`src/ces_pkg.sv`:
```
// Purpose: Shared constants and carriers for the communication error supervisor.
// Assumes: One 200 MHz clock; register port with read data one cycle after the strobe.
// Notes: Times are given in their own unit and converted to cycles here.
package ces_pkg;

    // Register offsets (byte addresses, one 32-bit word each).
    localparam logic [7:0] ADDR_WAIT_TIME = 8'h00;
    localparam logic [7:0] ADDR_ERR_COUNT = 8'h04;
    localparam logic [7:0] ADDR_STOP_POLICY = 8'h08;
    localparam logic [7:0] ADDR_FALLBACK_FREQ = 8'h0C;
    localparam logic [7:0] ADDR_STATUS = 8'h10;
    localparam logic [7:0] ADDR_CONTROL = 8'h14;
    localparam logic [7:0] ADDR_SAVED_COUNT = 8'h18;

    // Values after reset, and the fallback frequency limit.
    localparam logic [15:0] RST_WAIT_TIME = 16'h0000;
    localparam logic [15:0] RST_ERR_COUNT = 16'h0000;
    localparam logic [3:0] RST_STOP_POLICY = 4'h0;
    localparam logic [15:0] FALLBACK_KEEP = 16'h270F;
    localparam logic [15:0] FALLBACK_MAX = 16'h024E;

    // Fault data codes.
    localparam logic [7:0] FAULT_CODE_LINE = 8'hA1;
    localparam logic [7:0] FAULT_CODE_OPTION = 8'hF1;
    localparam logic [7:0] FAULT_CODE_NONE = 8'h00;

    // Timing: clock rate, wait-time unit and nonvolatile save interval.
    localparam int CLK_HZ = 200000000;
    localparam int WAIT_UNIT_MS = 100;
    localparam int WAIT_UNIT_CYCLES = CLK_HZ / 1000 * WAIT_UNIT_MS;
    localparam int SAVE_INTERVAL_S = 3600;
    localparam longint SAVE_INTERVAL_CYCLES = longint'(CLK_HZ) * SAVE_INTERVAL_S;

    // Status bit positions.
    localparam int ST_LINE_FAULT = 0;
    localparam int ST_COMM_ERROR = 1;
    localparam int ST_TRIPPED = 2;
    localparam int ST_WARNING = 3;
    localparam int ST_DECEL = 4;
    localparam int ST_SHUTOFF = 5;
    localparam int ST_HIST_TEMP = 6;

    // Supervisor states.
    typedef enum logic [2:0]
    {
        CES_RUN = 3'b000,
        CES_DECEL = 3'b001,
        CES_SHUTOFF = 3'b010,
        CES_CONTINUE = 3'b011,
        CES_STOPPED = 3'b100
    } ces_state_t;

    // Drive command carried to the motor controller.
    typedef struct packed
    {
        logic run;
        logic shutoff;
        logic decel;
        logic [1:0] decelSel;
        logic [15:0] freq;
    } ces_drive_t;

    // Fault indication bundle.
    typedef struct packed
    {
        logic alarm;
        logic faultBit;
        logic warning;
        logic [7:0] code;
    } ces_fault_t;

endpackage

```
`src/ces_supervisor.sv`:
```
// Purpose: Decides the drive reaction to a network link loss or a communication option fault.
// Assumes: All inputs synchronous to mclk; register port never stalls.
// Notes: Nonvolatile storage is modelled by a save strobe and a restore input sampled after reset.
`timescale 1ns/1ps
`default_nettype none

// How it works
// - Reaction settings, except the decel select of policies 11 and 12, act only while the drive is in network operation mode.
// - A line fault becomes an error only after persisting beyond the wait time.
// - A fault clearing inside the wait time raises nothing and operation continues.
// - Each line fault onset in network mode adds one to the error count.
// - The count runs 0 to 65535 and wraps to zero.
// - Writing zero to the count register clears it.
// - Count is saved hourly and restored from the last saved copy after reset.
// - Stop policy accepts 0 to 4, 11 and 12, reset value 0.
// - Fallback frequency up to 590 Hz is used in error for policy 3 or 4.
// - Fallback code 9999 keeps the frequency commanded before the error.
// - Option fault: shutoff for 0,3; decel then trip for 1,2,11,12; warn for 4.
// - Option faults act at once, ignoring the wait time.
// - Position control with continue policies keeps moving to target.
// - Policies 1-4 use selected decel time; 11 and 12 use third decel time.
// - Policies 1-4 apply the normal deceleration time selection.
// - Without position control, policy 2 or 12 re-accelerates if the line error clears while decelerating.
// - Restart uses the live run and speed commands with normal acceleration.
// - No restart when the cleared fault was an option fault.
// - Line errors carry code HA1, option faults code HF1.
// - The fault output drives both alarm output and fault status bit.
// - Asserted fault output writes a permanent history entry.
// - Without fault output the history entry is temporary and restored on clear.
module ces_supervisor #(
    parameter longint SAVE_CYCLES = ces_pkg::SAVE_INTERVAL_CYCLES,
    parameter int WAIT_UNIT = ces_pkg::WAIT_UNIT_CYCLES
)
(
    // Clock and reset.
    input wire logic mclk,
    input wire logic rst,
    // Register port.
    input wire logic [7:0] regAddr,
    input wire logic [31:0] regWdata,
    input wire logic regWrite,
    input wire logic regRead,
    output logic [31:0] regRdata,
    // Drive context.
    input wire logic netMode,
    input wire logic positionControl,
    input wire logic second_function_select,
    input wire logic third_function_select,
    input wire logic runCmd,
    input wire logic [15:0] speedCmd,
    input wire logic drive_reset_input,
    // Fault sources.
    input wire logic lineFault,
    input wire logic optionFault,
    input wire logic motorStopped,
    // Nonvolatile copy of the count.
    input wire logic [15:0] nvCount,
    output logic nvSave,
    output logic [15:0] nvSaveData,
    // Drive reaction.
    output ces_pkg::ces_drive_t drive,
    output ces_pkg::ces_fault_t fault,
    output logic alarm_output,
    output logic histWrite,
    output logic histPermanent,
    output logic histRestore
);

    ces_pkg::ces_state_t state;
    logic [15:0] waitTime;
    logic [15:0] errCount;
    logic [3:0] stopPolicy;
    logic [15:0] fallbackFreq;
    logic [15:0] heldSpeed;
    logic heldRun;
    logic linePrev;
    logic [63:0] waitCnt;
    logic commError;
    logic optLatched;
    logic restoreDone;
    logic [63:0] saveCnt;
    logic histTemp;
    logic [15:0] wrCount;
    logic lineOnset;
    logic errEvent;
    logic optEvent;
    logic tripLatch;

    // Policy decoding used only by the reaction state machine.
    function automatic logic isDecel(input logic [3:0] p);
        isDecel = (p == 4'h1) || (p == 4'h2) || (p == 4'hB) || (p == 4'hC);
    endfunction

    function automatic logic isRestart(input logic [3:0] p);
        isRestart = (p == 4'h2) || (p == 4'hC);
    endfunction

    assign lineOnset = lineFault && !linePrev;
    assign wrCount = regWdata[15:0];
    // The product is formed in 64 bits: a full-scale wait time at the real unit overflows 32 bits.
    assign errEvent = lineFault && (waitCnt >= 64'(waitTime) * 64'(WAIT_UNIT)) && !commError;
    assign optEvent = optionFault && !optLatched;

    // Register writes; values out of range are refused so the old setting stays.
    always_ff @(posedge mclk or posedge rst)
    begin
        if (rst)
        begin
            waitTime <= ces_pkg::RST_WAIT_TIME;
            stopPolicy <= ces_pkg::RST_STOP_POLICY;
            fallbackFreq <= ces_pkg::FALLBACK_KEEP;
        end
        else if (regWrite)
        begin
            if (regAddr == ces_pkg::ADDR_WAIT_TIME)
                waitTime <= regWdata[15:0];
            if (regAddr == ces_pkg::ADDR_STOP_POLICY && (regWdata[3:0] <= 4'h4 || regWdata[3:0] == 4'hB
                || regWdata[3:0] == 4'hC) && regWdata[31:4] == 28'h0000000)
                stopPolicy <= regWdata[3:0];
            if (regAddr == ces_pkg::ADDR_FALLBACK_FREQ && (regWdata[15:0] <= ces_pkg::FALLBACK_MAX
                || regWdata[15:0] == ces_pkg::FALLBACK_KEEP))
                fallbackFreq <= regWdata[15:0];
        end
    end

    // Error count: onset increments, 16 bits wrap naturally, zero write clears, reload after reset.
    always_ff @(posedge mclk or posedge rst)
    begin
        if (rst)
        begin
            errCount <= ces_pkg::RST_ERR_COUNT;
            restoreDone <= 1'b0;
        end
        else if (!restoreDone)
        begin
            errCount <= nvCount;
            restoreDone <= 1'b1;
        end
        else if (lineOnset && netMode)
            errCount <= errCount + 16'h0001;
        else if (regWrite && regAddr == ces_pkg::ADDR_ERR_COUNT && wrCount == 16'h0000)
            errCount <= 16'h0000;
    end

    // Hourly save of the count to nonvolatile storage.
    always_ff @(posedge mclk or posedge rst)
    begin
        if (rst)
        begin
            saveCnt <= 64'h0000000000000000;
            nvSave <= 1'b0;
            nvSaveData <= 16'h0000;
        end
        else
        begin
            nvSave <= 1'b0;
            if (saveCnt >= 64'(SAVE_CYCLES - 1))
            begin
                saveCnt <= 64'h0000000000000000;
                nvSave <= 1'b1;
                nvSaveData <= errCount;
            end
            else
                saveCnt <= saveCnt + 64'h0000000000000001;
        end
    end

    // Wait timer; it restarts at each onset and is cleared while the link is healthy.
    always_ff @(posedge mclk or posedge rst)
    begin
        if (rst)
        begin
            linePrev <= 1'b0;
            waitCnt <= 64'h0000000000000000;
        end
        else
        begin
            linePrev <= lineFault;
            if (!lineFault || lineOnset)
                waitCnt <= 64'h0000000000000000;
            else if (waitCnt != 64'hFFFFFFFFFFFFFFFF)
                waitCnt <= waitCnt + 64'h0000000000000001;
        end
    end

    // Held commands, frozen once an error is declared so the continue state can reuse them.
    always_ff @(posedge mclk or posedge rst)
    begin
        if (rst)
        begin
            heldRun <= 1'b0;
            heldSpeed <= 16'h0000;
        end
        else if (state == ces_pkg::CES_RUN && !commError)
        begin
            heldRun <= runCmd;
            heldSpeed <= speedCmd;
        end
    end

    // Reaction state machine; only active in network mode.
    always_ff @(posedge mclk or posedge rst)
    begin
        if (rst)
        begin
            state <= ces_pkg::CES_RUN;
            commError <= 1'b0;
            optLatched <= 1'b0;
            tripLatch <= 1'b0;
            fault.code <= ces_pkg::FAULT_CODE_NONE;
            fault.warning <= 1'b0;
        end
        else if (drive_reset_input || !netMode)
        begin
            state <= ces_pkg::CES_RUN;
            commError <= 1'b0;
            optLatched <= 1'b0;
            tripLatch <= 1'b0;
            fault.code <= ces_pkg::FAULT_CODE_NONE;
            fault.warning <= 1'b0;
        end
        else
        begin
            unique case (state)
                ces_pkg::CES_RUN:
                begin
                    if (optEvent)
                    begin
                        optLatched <= 1'b1;
                        fault.code <= ces_pkg::FAULT_CODE_OPTION;
                        if (stopPolicy == 4'h4)
                        begin
                            state <= ces_pkg::CES_CONTINUE;
                            fault.warning <= 1'b1;
                        end
                        else if (isDecel(stopPolicy))
                            state <= ces_pkg::CES_DECEL;
                        else
                        begin
                            state <= ces_pkg::CES_SHUTOFF;
                            tripLatch <= 1'b1;
                        end
                    end
                    else if (errEvent)
                    begin
                        commError <= 1'b1;
                        fault.code <= ces_pkg::FAULT_CODE_LINE;
                        if (stopPolicy == 4'h0)
                        begin
                            state <= ces_pkg::CES_SHUTOFF;
                            tripLatch <= 1'b1;
                        end
                        else if (stopPolicy == 4'h3 || stopPolicy == 4'h4)
                        begin
                            state <= ces_pkg::CES_CONTINUE;
                            fault.warning <= (stopPolicy == 4'h4);
                        end
                        else
                            state <= ces_pkg::CES_DECEL;
                    end
                end
                ces_pkg::CES_DECEL:
                begin
                    if (commError && !lineFault && isRestart(stopPolicy) && !optLatched && !positionControl)
                    begin
                        state <= ces_pkg::CES_RUN;
                        commError <= 1'b0;
                        fault.code <= ces_pkg::FAULT_CODE_NONE;
                    end
                    else if (motorStopped)
                    begin
                        state <= ces_pkg::CES_STOPPED;
                        tripLatch <= 1'b1;
                    end
                end
                ces_pkg::CES_STOPPED:
                begin
                    if (commError && !lineFault && isRestart(stopPolicy))
                    begin
                        state <= ces_pkg::CES_RUN;
                        commError <= 1'b0;
                        tripLatch <= 1'b0;
                        fault.code <= ces_pkg::FAULT_CODE_NONE;
                    end
                end
                ces_pkg::CES_CONTINUE:
                begin
                    if (commError && !lineFault)
                    begin
                        state <= ces_pkg::CES_RUN;
                        commError <= 1'b0;
                        fault.warning <= 1'b0;
                        fault.code <= ces_pkg::FAULT_CODE_NONE;
                    end
                end
                ces_pkg::CES_SHUTOFF:
                begin
                    state <= ces_pkg::CES_SHUTOFF;
                end
                default:
                begin
                    state <= ces_pkg::CES_SHUTOFF;
                end
            endcase
        end
    end

    // Drive command; fallback only applies to continue policies, position control keeps the target.
    always_ff @(posedge mclk or posedge rst)
    begin
        if (rst)
        begin
            drive <= '0;
        end
        else
        begin
            drive.run <= (state == ces_pkg::CES_RUN) ? runCmd : (state == ces_pkg::CES_CONTINUE) ? heldRun : 1'b0;
            drive.shutoff <= (state == ces_pkg::CES_SHUTOFF);
            drive.decel <= (state == ces_pkg::CES_DECEL) || (state == ces_pkg::CES_STOPPED);
            // Third deceleration time is code 3; otherwise the selects choose, code 0 being normal.
            if (stopPolicy == 4'hB || stopPolicy == 4'hC)
                drive.decelSel <= 2'h3;
            else
                drive.decelSel <= third_function_select ? 2'h2 : second_function_select ? 2'h1 : 2'h0;
            if (state == ces_pkg::CES_CONTINUE && !positionControl && fallbackFreq != ces_pkg::FALLBACK_KEEP)
                drive.freq <= fallbackFreq;
            else if (state == ces_pkg::CES_CONTINUE)
                drive.freq <= heldSpeed;
            else
                drive.freq <= speedCmd;
        end
    end

    // Fault output and history; a trip writes a permanent entry, a warning only a temporary one.
    always_ff @(posedge mclk or posedge rst)
    begin
        if (rst)
        begin
            fault.alarm <= 1'b0;
            fault.faultBit <= 1'b0;
            alarm_output <= 1'b0;
            histWrite <= 1'b0;
            histPermanent <= 1'b0;
            histRestore <= 1'b0;
            histTemp <= 1'b0;
        end
        else
        begin
            fault.alarm <= tripLatch;
            fault.faultBit <= tripLatch;
            alarm_output <= tripLatch;
            histWrite <= 1'b0;
            histRestore <= 1'b0;
            if (tripLatch && !fault.alarm)
            begin
                histWrite <= 1'b1;
                histPermanent <= 1'b1;
                histTemp <= 1'b0;
            end
            else if (state == ces_pkg::CES_CONTINUE && !histTemp && !tripLatch)
            begin
                histWrite <= 1'b1;
                histPermanent <= 1'b0;
                histTemp <= 1'b1;
            end
            else if (histTemp && state == ces_pkg::CES_RUN)
            begin
                histRestore <= 1'b1;
                histTemp <= 1'b0;
            end
        end
    end

    // Register read data, one cycle after the strobe.
    always_ff @(posedge mclk or posedge rst)
    begin
        if (rst)
            regRdata <= 32'h00000000;
        else if (regRead)
        begin
            unique case (regAddr)
                ces_pkg::ADDR_WAIT_TIME: regRdata <= {16'h0000, waitTime};
                ces_pkg::ADDR_ERR_COUNT: regRdata <= {16'h0000, errCount};
                ces_pkg::ADDR_STOP_POLICY: regRdata <= {28'h0000000, stopPolicy};
                ces_pkg::ADDR_FALLBACK_FREQ: regRdata <= {16'h0000, fallbackFreq};
                ces_pkg::ADDR_STATUS: regRdata <= {25'h0000000, histTemp, drive.shutoff, drive.decel,
                    fault.warning, tripLatch, commError, lineFault};
                ces_pkg::ADDR_SAVED_COUNT: regRdata <= {16'h0000, nvSaveData};
                default: regRdata <= 32'h00000000;
            endcase
        end
        else
            regRdata <= 32'h00000000;
    end
endmodule // ces_supervisor

`default_nettype wire

```
`config.mk`:
```
export PLATFORM = sky130hd
export DESIGN_NAME = ces_supervisor
export DESIGN_NICKNAME = d
export VERILOG_FILES = /design/src/ces_pkg.sv /design/src/ces_supervisor.sv
export SDC_FILE = /design/constraint.sdc
export NUM_CORES = 1
export LEC_CHECK = 0
export BUFFER_PORTS_ARGS = -buffer_cell sky130_fd_sc_hd__clkbuf_2
export CAP_MARGIN = 20
export CELL_PAD_IN_SITES_DETAIL_PLACEMENT = 0
export CELL_PAD_IN_SITES_GLOBAL_PLACEMENT = 2
export CORE_ASPECT_RATIO = 1.5
export CORE_UTILIZATION = 29
export DETAILED_ROUTE_END_ITERATION = 8
export PLACE_DENSITY_LB_ADDON = 0.1
export SLEW_MARGIN = 20
export SYNTH_ARGS = -nofsm -noshare
export SYNTH_HDL_FRONTEND = slang
export SYNTH_SLANG_ARGS = --single-unit
```
`constraint.sdc`:
```
create_clock -name mclk -period 7.6 [get_ports mclk]
set_clock_uncertainty 0.1 [all_clocks]
set_input_delay 0 -clock mclk [delete_from_list [all_inputs] [get_ports mclk]]
set_output_delay 0 -clock mclk [all_outputs]
set_load 0.03 [all_outputs]
```
* After elaboration in Yosys (flattened, before gate mapping)
Cells that the tools add are included. Widths: inputs -> output; s select.
Operators by class: add/sub/neg operators 3, $mul 1, $lt $le $gt $ge 4, equal/unequal tests 36, mux-type cells 68, reduce and logical (&&, ||, !) cells 64
Operator list (count):
- $mux 64 | 3
- $add 64x1->64 const B | 2
- $pmux 16 s6 | 1
- $mux 16 | 5
- $ge 64x40->1 const B | 1
- $ge 64x41->1 | 1
- $ne 64x64->1 const B | 1
- $mux 9 | 4
- $mux 1 | 34
- $mul 16x17->33 const B | 1
- $mux 32 | 1
- $ne 4x4->1 const B | 8
- $pmux 8 s4 | 1
- $logic_not 28->1 | 1
- $logic_and 1x1->1 | 21
- $mux 3 | 7
- $ne 3x3->1 const B | 7
- $add 16x1->16 const B | 1
- $eq 16x14->1 const B | 1
- $eq 4x4->1 const B | 4
- $eq 8x4->1 const B | 2
- $eq 8x5->1 const B | 2
- $le 16x10->1 const B | 1
- $logic_not 16->1 | 1
- other kinds (30) | 65
Storage, ports and cells: register bits after elaboration 289, input bits 85, output and inout bits 85, word-level logic and storage cells 205

* Depth between registers and ports, before layout
Gate-level depths: netlist of the first run.
word-level depth 9, depth in mapped cells 28, mapped depth without buffers 28

* Least setup slack after synthesis of the first run
Ideal clock, no wire load.
kind reg2reg, start point register waitTime[14], end point register fault[5] (netlist name), library setup time 0.125 ns, arrival 7.223 ns, required time 7.375 ns, setup slack 0.152 ns, cell stages (with the launch flop) 29, buffers on the path 1, clock period less this slack 7.448 ns, cell sequence dfrtp_1 inv_1 ha_1 inv_1 fa_1 fa_1 inv_1 fa_1 inv_1 fa_1 inv_1 fa_1 inv_1 ha_1 clkbuf_1 a211oi_1 o21ai_0 a221oi_1 a21oi_1 or3_1 a21oi_1 xor2_1 ha_1 and3_1 nand4_1 or4_1 a211o_1 a31o_2 mux2_2
Between the ends: cells in the longest elaborated chain, start to end 6
RTL lines:
- start, declared | line ces_supervisor.sv:70 | logic [15:0] waitTime;
- start signal, assigned | line ces_supervisor.sv:109 | waitTime <= ces_pkg::RST_WAIT_TIME;
- start signal, assigned | line ces_supervisor.sv:116 | waitTime <= regWdata[15:0];
- $mul 16x17->33 | line ces_supervisor.sv:101 | assign errEvent = lineFault && (waitCnt >= 64'(waitTime) * 64'(WAIT_UNIT)) && !commError;
- $ge 64x41->1 | line ces_supervisor.sv:101
- $logic_and 1x1->1 (2 in series) | line ces_supervisor.sv:101
- $ne 4x4->1 (no source line)
- $reduce_and 5->1 (no source line)
- end, declared | line ces_supervisor.sv:62 | output ces_pkg::ces_fault_t fault,
Every way passes these cells. A chain may end at the register's enable or synchronous reset.

* Worst setup path after layout of the first run
start point register waitTime[14], end point register tripLatch
Between the ends: cells in the longest elaborated chain, start to end 6
RTL lines:
- $mul 16x17->33 | line ces_supervisor.sv:101
- $ge 64x41->1 | line ces_supervisor.sv:101
- $logic_and 1x1->1 (2 in series) | line ces_supervisor.sv:101
- $ne 4x4->1 (no source line)
- $reduce_and 8->1 (no source line)
- end signal, assigned | line ces_supervisor.sv:209 | tripLatch <= 1'b0;
- end signal, assigned | line ces_supervisor.sv:218 | tripLatch <= 1'b0;
- end signal, assigned | line ces_supervisor.sv:241 | tripLatch <= 1'b1;
- end, declared | line ces_supervisor.sv:87 | logic tripLatch;
Every way passes these cells.

==> results of run 1 <==
[state kept, by name, indices dropped and copies added (netlist names), 3 cells and up]
signal and cells:
state 3, errCount 16, waitTime 16, stopPolicy 4, waitCnt 64, drive 21
regRdata 16, fault 3, saveCnt 64, nvSaveData 16, heldSpeed 16, fallbackFreq 16
[worst min-delay path, cell delays in order]
cell and delay (ps):
dlygate4sd3_1 530, clkbuf_2 140, inv_8 540
[power breakdown]
| group | switching, uW | total (uW) | internal, uW | leakage [uW] |
|---|---|---|---|---|
| Sequential | 53.6 | 1530 | 1480 | 0.00348 |
| Combinational | 441 | 744 | 303 | 0.00657 |
| Clock | 705 | 1720 | 1010 | 0.000572 |
| Total | 1200 | 3990 | 2790 | 0.0106 |
[area by class of cell]
cell class	instances	area [sq um]	area share [%]
Multi-Input combinational cell	1412	10900	48.8
Sequential cell	267	6690	29.9
Timing Repair Buffer	279	1910	8.53
Clock buffer	52	1030	4.60
Tap cell	798	998	4.47
Inverter	178	676	3.02
Clock inverter	9	145	0.649
[cell families after synthesis]
logic type / after synthesis / share of synthesized area (%)
simple gates: 647 / 17.8
compound gates: 291 / 10.6
flops: 267 / 36.3
buf+inv: 267 / 6.03
fa+ha+maj: 250 / 19.7
xor+xnor: 103 / 4.90
mux: 77 / 4.65
other cells: 2 / 0.0408
[per-stage QoR]
step                      std cells  power [uW]
final                          2995        3990
after global routing           2995        4210
after CTS                      2994        4070
after detailed placement       2863        2270
after global placement         2863        2270
after floorplan                1946        2040
[cell usage in the layout, fill, tap and decap left out, drive strengths merged, types with 17 or more instances in the layout]
cell / count
nand3: 60
dlygate4sd3: 70
o21ai: 64
dfrtp: 259
fa: 66
nand4: 42
or3: 24
and3: 22
a21oi: 68
xnor2: 54
nor2: 167
nor4: 36
and4: 18
xor2: 49
mux2: 69
conb: 44
a31oi: 21
nand2b: 18
buf: 59
clkbuf: 202
ha: 184
nor3: 36
and2: 20
nor2b: 17
nand2: 143
inv: 180
[worst max path at each step]
stage / cells past startpoint / start / to / slack, ps
floorplan: 28 / waitTime[14]$_DFFE_PP0P_ / fault[5]$_DFFE_PP0P_ / 150
global placement: 27 / waitTime[14]$_DFFE_PP0P_ / fault[5]$_DFFE_PP0P_ / -170
detailed placement: 28 / waitTime[14]$_DFFE_PP0P_ / tripLatch$_DFFE_PP0P_ / -230
CTS: 28 / waitTime[14]$_DFFE_PP0P_ / tripLatch$_DFFE_PP0P_ / 50
global route: 29 / waitTime[14]$_DFFE_PP0P_ / tripLatch$_DFFE_PP0P_ / 7
finish: 28 / waitTime[14]$_DFFE_PP0P_ / tripLatch$_DFFE_PP0P_ / 280
[metal layers]
| metal | GRT usage, % | share of wire [%] |
|---|---|---|
| met3 | 2.11 | 2.8 |
| met5 | 0 | 0 |
| met4 | 5.57 | 2.9 |
| met2 | 33.3 | 53 |
| met1 | 20.8 | 41 |
[repair_timing]
| item | 4_1_cts | 5_1_grt |
|---|---|---|
| pin swaps | 0 | 16 |
| endpoints found under the setup margin | 6 | 6 |
| hold buffers | 70 | 0 |
| hold endpoints to repair | 208 | 0 |
| setup buffers | 0 | 1 |
| gates resized for setup | 7 | 14 |
==> results.toml, run 1 <==
[status]
status = "completed"

[placement]
dp_slack_ps = -225
dp_hpwl_microns = 43700
portBuffers = 150
postPlaceCellArea_sq_mm = 0.0204
place_congestion = 0.816

[setup_path]
worstSetupPathType = "reg2reg"
r2r_cells = 28
r2r-end = "tripLatch$_DFFE_PP0P_"
crit_slowest_cell = "fa_1"
crit_family = "adder cells"
path_max_fanout = 6
worst-path-buf-inv = 7
cp-end-kind = "register"
crit_arrival_ps = 7640
startpoint_type = "register"
cp_data_required_time_ps = 7930
cpPeakStageDelay_ps = 520
reg2reg_from = "waitTime[14]$_DFFE_PP0P_"
reg2reg_slack_ps = 280

[grt]
grt_usage_pct = 17.8
gr-total-overflow = 0
antenna_found_initial = 0
grt_max_degree = 156
grt_pass1_vias = 15300
grt_pass1_wl_microns = 89200

[floorplanning]
die_height_microns = 311
die_w_microns = 208
start_util_pct = 29.5
core_sq_mm = 0.0625
die_area_sq_mm = 0.0645
io_pins = 170
rows = 112

[yosys]
ys_warn_count = 0
netlist_instances = 1904
syn-mean-instance-area_sq_um = 9.67
async_flop_share_pct = 100
ys_top_cells_by_count = "dfrtp_1, ha_1, inv_1"
synth.most_common_cell = "dfrtp_1"
synth-seq-cells = 267
synthTopCellsByArea = "dfrtp_1, ha_1, fa_1"
synth_cell_types = 74
synthFlopType = "dfrtp_1"
yosysTopAreaCell = "dfrtp_1"
synth.top_cell.area_share_pct = 35.2
synth_edf_count = 0
ys_seq_area_share_pct = 36.3
netlist_area_sq_mm = 0.0184

[route]
ant_nets = 0
wire_per_inst_microns = 19.0
wl_microns = 56800
dr.pass1.iters = 5
vias_per_cell = 4.88
drc = 0
vias = 14600
dr.first_iter.drc_count = 643

[final_layout]
antenna_cells = 0
drive_gt1_share_pct = 17.4
fin_util_pct = 35.8
nNetsFinal = 2507
area_growth_pct = 21.4
fin_area_sq_mm = 0.0224
fillers = 6461

[timing]
hold_viol = 0
final.min_clock_period_ps = 7320
tightest_slew_ps = 982
whs_ps = 40.2
final.setup.tns_ps = 0
max_freq_ghz = 0.137
setup_slack_ps = 285
maxSlewHeadroom_pct = 34.5
rsz0062_at_grt = "no"
setup_viol = 0
fin_crit_sh_pct = 96.3
slew_violations = 0

[clocking]
cts.sinks = 267
clock_path_buffers = 3
clk_pin_slew_ps = 60
cts_buffers = 34
root_buffer = "clkbuf_16"
clk_latency_ps = 570
cts_max_level = 2
cts_tree = "built"

[hold_path]
hold_class = "in2async"

[run]
drv_cap = 0

[power]
ir_drop_mv = 0.130
p_leak_uw = 0.0106
cellPowerDensity_mw_per_mm2 = 179
No activity file was read; power rests on OpenSTA's default activity.
==> run 2, diff against run 1 <==
--- a/config.mk
+++ b/config.mk
@@ -5,13 +5,13 @@
 export SDC_FILE = /design/constraint.sdc
 export NUM_CORES = 1
 export LEC_CHECK = 0
-export BUFFER_PORTS_ARGS = -buffer_cell sky130_fd_sc_hd__clkbuf_2
 export CAP_MARGIN = 20
 export CELL_PAD_IN_SITES_DETAIL_PLACEMENT = 0
 export CELL_PAD_IN_SITES_GLOBAL_PLACEMENT = 2
 export CORE_ASPECT_RATIO = 1.5
 export CORE_UTILIZATION = 29
 export DETAILED_ROUTE_END_ITERATION = 8
+export DONT_BUFFER_PORTS = 1
 export PLACE_DENSITY_LB_ADDON = 0.1
 export SLEW_MARGIN = 20
 export SYNTH_ARGS = -nofsm -noshare
==> run 2 against run 1 <==
Clock power decreased by 11%. Die area stayed put. Setup slack better by 56 ps. Worst hold slack lost 6.5 ps. Cell count shrank 3.3%.
==> results.toml, run 2 (synthesis results as in run 1) <==
[timing]
slew_violations = 0
max_freq_ghz = 0.138
maxSlewHeadroom_pct = 33.7
final.min_clock_period_ps = 7260
rsz0062_at_grt = "no"
fin_crit_sh_pct = 95.5
final.setup.tns_ps = 0
setup_viol = 0
hold_viol = 0
setup_slack_ps = 341
tightest_slew_ps = 986

[route]
wl_met1_microns = 23300
wl_microns = 57200
vias = 14400
drc = 0
highest_layer = "met4"
wire_per_inst_microns = 19.7
dr.pass1.iters = 5
vias_per_cell = 4.97
dr.first_iter.drc_count = 611
wl_met3_microns = 1860
ant_nets = 0
wl_met2_microns = 30000

[hold_path]
hold_class = "in2reg"
hold_depth = 2
whs_endpoint = "heldSpeed[8]$_DFFE_PP0P_"
holdCritStartpoint = "speedCmd[8]"

[power]
intPower_uw = 2660
cellPowerDensity_mw_per_mm2 = 172
ir_drop_mv = 0.171
p_sw_share_pct = 29.9
p_total_uw = 3800
p_leak_uw = 0.0102
p_sw_uw = 1140
p_comb_share_pct = 18.2
clockPowerShare_pct = 40.3
seq_power_share_pct = 41.5

[setup_path]
crit_slowest_cell = "fa_1"
startpoint_type = "register"
cp_data_required_time_ps = 7980
crit_arrival_ps = 7640
cp-end-kind = "register"
cpPeakStageDelay_ps = 530
reg2reg_slack_ps = 340
critPathLaunch = "waitTime[14]$_DFFE_PP0P_"
worstSetupPathType = "reg2reg"
path_max_fanout = 6
r2r-end = "tripLatch$_DFFE_PP0P_"
reg2reg_from = "waitTime[14]$_DFFE_PP0P_"
r2r_cells = 30

[final_layout]
final_cell_mix = "dfrtp_1, ha_1, inv_1"
fin_util_pct = 35.2
fin_cells = 2897
largestRegisters = "saveCnt (64), waitCnt (64), drive (21)"
fillers = 6469
area_growth_pct = 19.6
nNetsFinal = 2409
mostFrequentLayoutCell = "dfrtp_1"
regArea_sq_mm = 0.00669
drive_gt1_share_pct = 11.3
multi_input_area_sq_mm = 0.0109

[placement]
dp_slack_ps = -180
portBuffers = 0
dp_cells = 2718
place_congestion = 0.793
dp_hpwl_microns = 43100

[grt]
gr-total-overflow = 0
grt_pass1_wl_microns = 90700
grt_usage_pct = 17.9
antenna_found_initial = 0
grt_pass1_vias = 15300
grt_max_degree = 140

[floorplanning]
die_height_microns = 311
io_pins = 170
core_sq_mm = 0.0625
rows = 112
die_area_sq_mm = 0.0645
start_util_pct = 29.5
die_w_microns = 208

[clocking]
clk_pin_slew_ps = 70
cts_buffers = 30
root_buffer = "clkbuf_16"
cts.sinks = 267
clock_path_buffers = 3
cts_max_level = 1
clk_latency_ps = 600
cts_tree = "built"

[status]
status = "completed"

[run]
drv_cap = 0
## run 2: cell count changes in the layout (fill, tap and decap cells not counted), moves of 4 or more
cell and delta:
clkbuf_8 -8, buf_4 +5, clkinv_2 +4, clkbuf_2 -150, dlygate4sd3_1 +48
## run 2: power groups by stage
| stage | clock, uW | combinational, uW | sequential [uW] |
|---|---|---|---|
| CTS | 1610 | 694 | 1580 |
| finish | 1530 | 690 | 1580 |
| global route | 1650 | 793 | 1590 |
| floorplan | 0 | 461 | 1580 |
| detailed placement | 0 | 614 | 1600 |
| global placement | 0 | 618 | 1600 |
## run 2: critical path: cells and delay by family (launching register included)
family | cells | cell delay (ps)
adder cells (fa/ha/maj) | 8 | 3420
AND/OR/NAND/NOR | 7 | 1330
AO/OA/AOI/OAI | 5 | 1000
buffers and inverters | 10 | 920
flip-flops | 1 | 370
## run 2: per-layer routing
layer  vias up  GRT usage [%]
met5         -              0
met2       201           33.4
li1       6950              -
met1      7151           20.9
met4         0           5.84
met3        90           2.39
## run 2: worst max path at each step
stage	slack (ps)	to
2_1_floorplan	150	fault[5]$_DFFE_PP0P_
3_3_place_gp	-200	fault[5]$_DFFE_PP0P_
3_5_place_dp	-180	fault[5]$_DFFE_PP0P_
4_1_cts	10	tripLatch$_DFFE_PP0P_
5_1_grt	20	tripLatch$_DFFE_PP0P_
6_report	340	tripLatch$_DFFE_PP0P_
## run 2: area by class of cell
type                            instances  area share (%)
Tap cell                              798            4.53
Clock buffer                           40            3.81
Sequential cell                       267            30.4
Clock inverter                         16           0.812
Inverter                              178            3.07
Antenna cell                            1          0.0114
Multi-Input combinational cell       1412            49.5
Timing Repair Buffer                  185            7.87
## run 2: through the flow
stage	instance area [sq um]	hold WS [ps]
2_1_floorplan	18600	-68.6
3_3_place_gp	19700	-137
3_5_place_dp	19700	-134
4_1_cts	21900	0.0672
5_1_grt	22000	21.0
6_report	22000	33.7
## run 2: what timing repair did
item | 4_1_cts | 5_1_grt
buffers inserted | 0 | 2
pin swaps | 0 | 13
endpoints found under the hold margin | 384 | 1
endpoints found under the setup margin | 6 | 7
hold buffers | 119 | 1
gates resized for setup | 4 | 21
==> run 3, diff against run 2 <==
--- a/config.mk
+++ b/config.mk
@@ -13,6 +13,7 @@
 export DETAILED_ROUTE_END_ITERATION = 8
 export DONT_BUFFER_PORTS = 1
 export PLACE_DENSITY_LB_ADDON = 0.1
+export RECOVER_POWER = 100
 export SLEW_MARGIN = 20
 export SYNTH_ARGS = -nofsm -noshare
 export SYNTH_HDL_FRONTEND = slang
==> run 3 against run 2 <==
The flow now finishes with violations (capacitance limit, slew limit). Die area unchanged. First-iteration DRC count decreased by 0.16%. Critical path depth decreased by 1. Setup slack got worse by 18 ps. Sequential cell count unchanged. Count of clock-buffer cells in the layout unchanged. Largest cell class unchanged.
==> results.toml, run 3 (synthesis results as in run 1) <==
[timing]
final.min_clock_period_ps = 7280
fin_crit_sh_pct = 95.8
maxSlewHeadroom_pct = -171
tightest_slew_ps = 4060
rsz0062_at_grt = "no"
hold_viol = 0
max_freq_ghz = 0.137
setup_viol = 0
final.setup.tns_ps = 0
slew_violations = 351

[floorplanning]
rows = 112
die_height_microns = 311
die_area_sq_mm = 0.0645
core_sq_mm = 0.0625
start_util_pct = 29.5
die_w_microns = 208
io_pins = 170

[route]
dr.pass1.iters = 5
dr.first_iter.drc_count = 610
wl_microns = 57200
drc = 0
vias = 14400
vias_per_cell = 4.97
ant_nets = 0
wire_per_inst_microns = 19.8

[power]
p_leak_uw = 0.0101
ir_drop_mv = 0.170
p_total_uw = 3800
cellPowerDensity_mw_per_mm2 = 173

[clocking]
clk_latency_ps = 600
root_buffer = "clkbuf_16"
cts_tree = "built"
cts.sinks = 267
clock_path_buffers = 3
cts_max_level = 1
cts_buffers = 30
clk_pin_slew_ps = 70

[setup_path]
crit_end = "state[0]$_DFFE_PP0P_"
worstSetupPathType = "reg2reg"
reg2reg_slack_ps = 320
critPathLaunch = "waitTime[14]$_DFFE_PP0P_"
startpoint_type = "register"
cpPeakStageDelay_ps = 530
path_max_fanout = 6
r2r_cells = 29
cp-end-kind = "register"
r2r-end = "state[0]$_DFFE_PP0P_"
crit_slowest_cell = "fa_1"
crit_arrival_ps = 7670
reg2reg_from = "waitTime[14]$_DFFE_PP0P_"
cp_data_required_time_ps = 7990

[grt]
grt_max_degree = 140
grt_usage_pct = 17.9
grt_pass1_wl_microns = 90700
antenna_found_initial = 0
grt_pass1_vias = 15300
gr-total-overflow = 0

[final_layout]
area_growth_pct = 18.9
mostFrequentLayoutCell = "dfrtp_1"
drive_gt1_share_pct = 10.5
antenna_cells = 0
final_cell_mix = "dfrtp_1, ha_1, inv_1"
largestRegisters = "saveCnt (64), waitCnt (64), drive (21)"
nNetsFinal = 2409

[hold_path]
hold_class = "in2reg"

[status]
status = "finished with violations"
violations = "capacitance limit, slew limit"

[placement]
portBuffers = 0
place_congestion = 0.793
dp_hpwl_microns = 43100

[run]
drv_cap = 6
==> run 3: layout make-up <==
class	instances	area, sq um
fillers	6487	40600
clock inverters	16	179
clock buffers	40	840
well taps	798	998
multi-input cells	1412	10900
inverters	178	669
repair buffers	185	1650
flip-flops and latches	267	6690
==> run 3: critical path: cells and delay by family, from the launching register on <==
kind / cells / cell delay, ps
AO/OA/AOI/OAI: 4 / 910
adder cells (fa/ha/maj): 8 / 3420
buffers and inverters: 9 / 760
flip-flops: 1 / 370
multiplexers: 1 / 260
AND/OR/NAND/NOR: 7 / 1340
==> run 3: what timing repair did <==
action,CTS,global route
endpoints found under the setup margin,6,7
pin swaps,0,13
endpoints found under the hold margin,384,1
setup buffers,0,2
hold buffers,119,1
gates cloned,0,0
gates resized for setup,4,21
==> run 3: worst min path at each step <==
stage / cells past startpoint / end / startpoint
global route: 2 / heldSpeed[1]$_DFFE_PP0P_ / speedCmd[1]
CTS: 2 / heldSpeed[5]$_DFFE_PP0P_ / speedCmd[5]
finish: 2 / heldSpeed[8]$_DFFE_PP0P_ / speedCmd[8]
floorplan: 0 / linePrev$_DFF_PP0_ / lineFault
detailed placement: 1 / saveCnt[19]$_DFF_PP0_ / rst
global placement: 1 / saveCnt[19]$_DFF_PP0_ / rst
==> run 3: stage by stage <==
| step | area, sq um | hold slack, ps | util, % | cells | setup WS [ps] |
|---|---|---|---|---|---|
| 6_report | 21900 | 34.2 | 35.0 | 2896 | 322 |
| 5_1_grt | 21900 | 21.0 | 35.0 | 2896 | 0.459 |
| 4_1_cts | 21900 | 0.0672 | 35.1 | 2893 | 9.96 |
| 3_5_place_dp | 19700 | -134 | 31.5 | 2718 | -180 |
| 3_3_place_gp | 19700 | -137 | 31.5 | 2718 | -197 |
| 2_1_floorplan | 18600 | -68.6 | - | 1946 | 152 |
==> run 3: report_power, final <==
| group | internal [uW] | leakage, uW | switching (uW) |
|---|---|---|---|
| combinational | 302 | 0.00612 | 383 |
| sequential | 1480 | 0.00348 | 103 |
| clock | 881 | 0.000498 | 653 |
| total | 2660 | 0.0101 | 1140 |
==> run 3: metal layers <==
metal / up-vias / share of wire, % / track usage [%]
met5: - / 0 / 0
met4: 0 / 3.4 / 5.84
met3: 91 / 3.3 / 2.39
met2: 208 / 52 / 33.4
met1: 7141 / 41 / 20.9
li1: 6948 / - / -
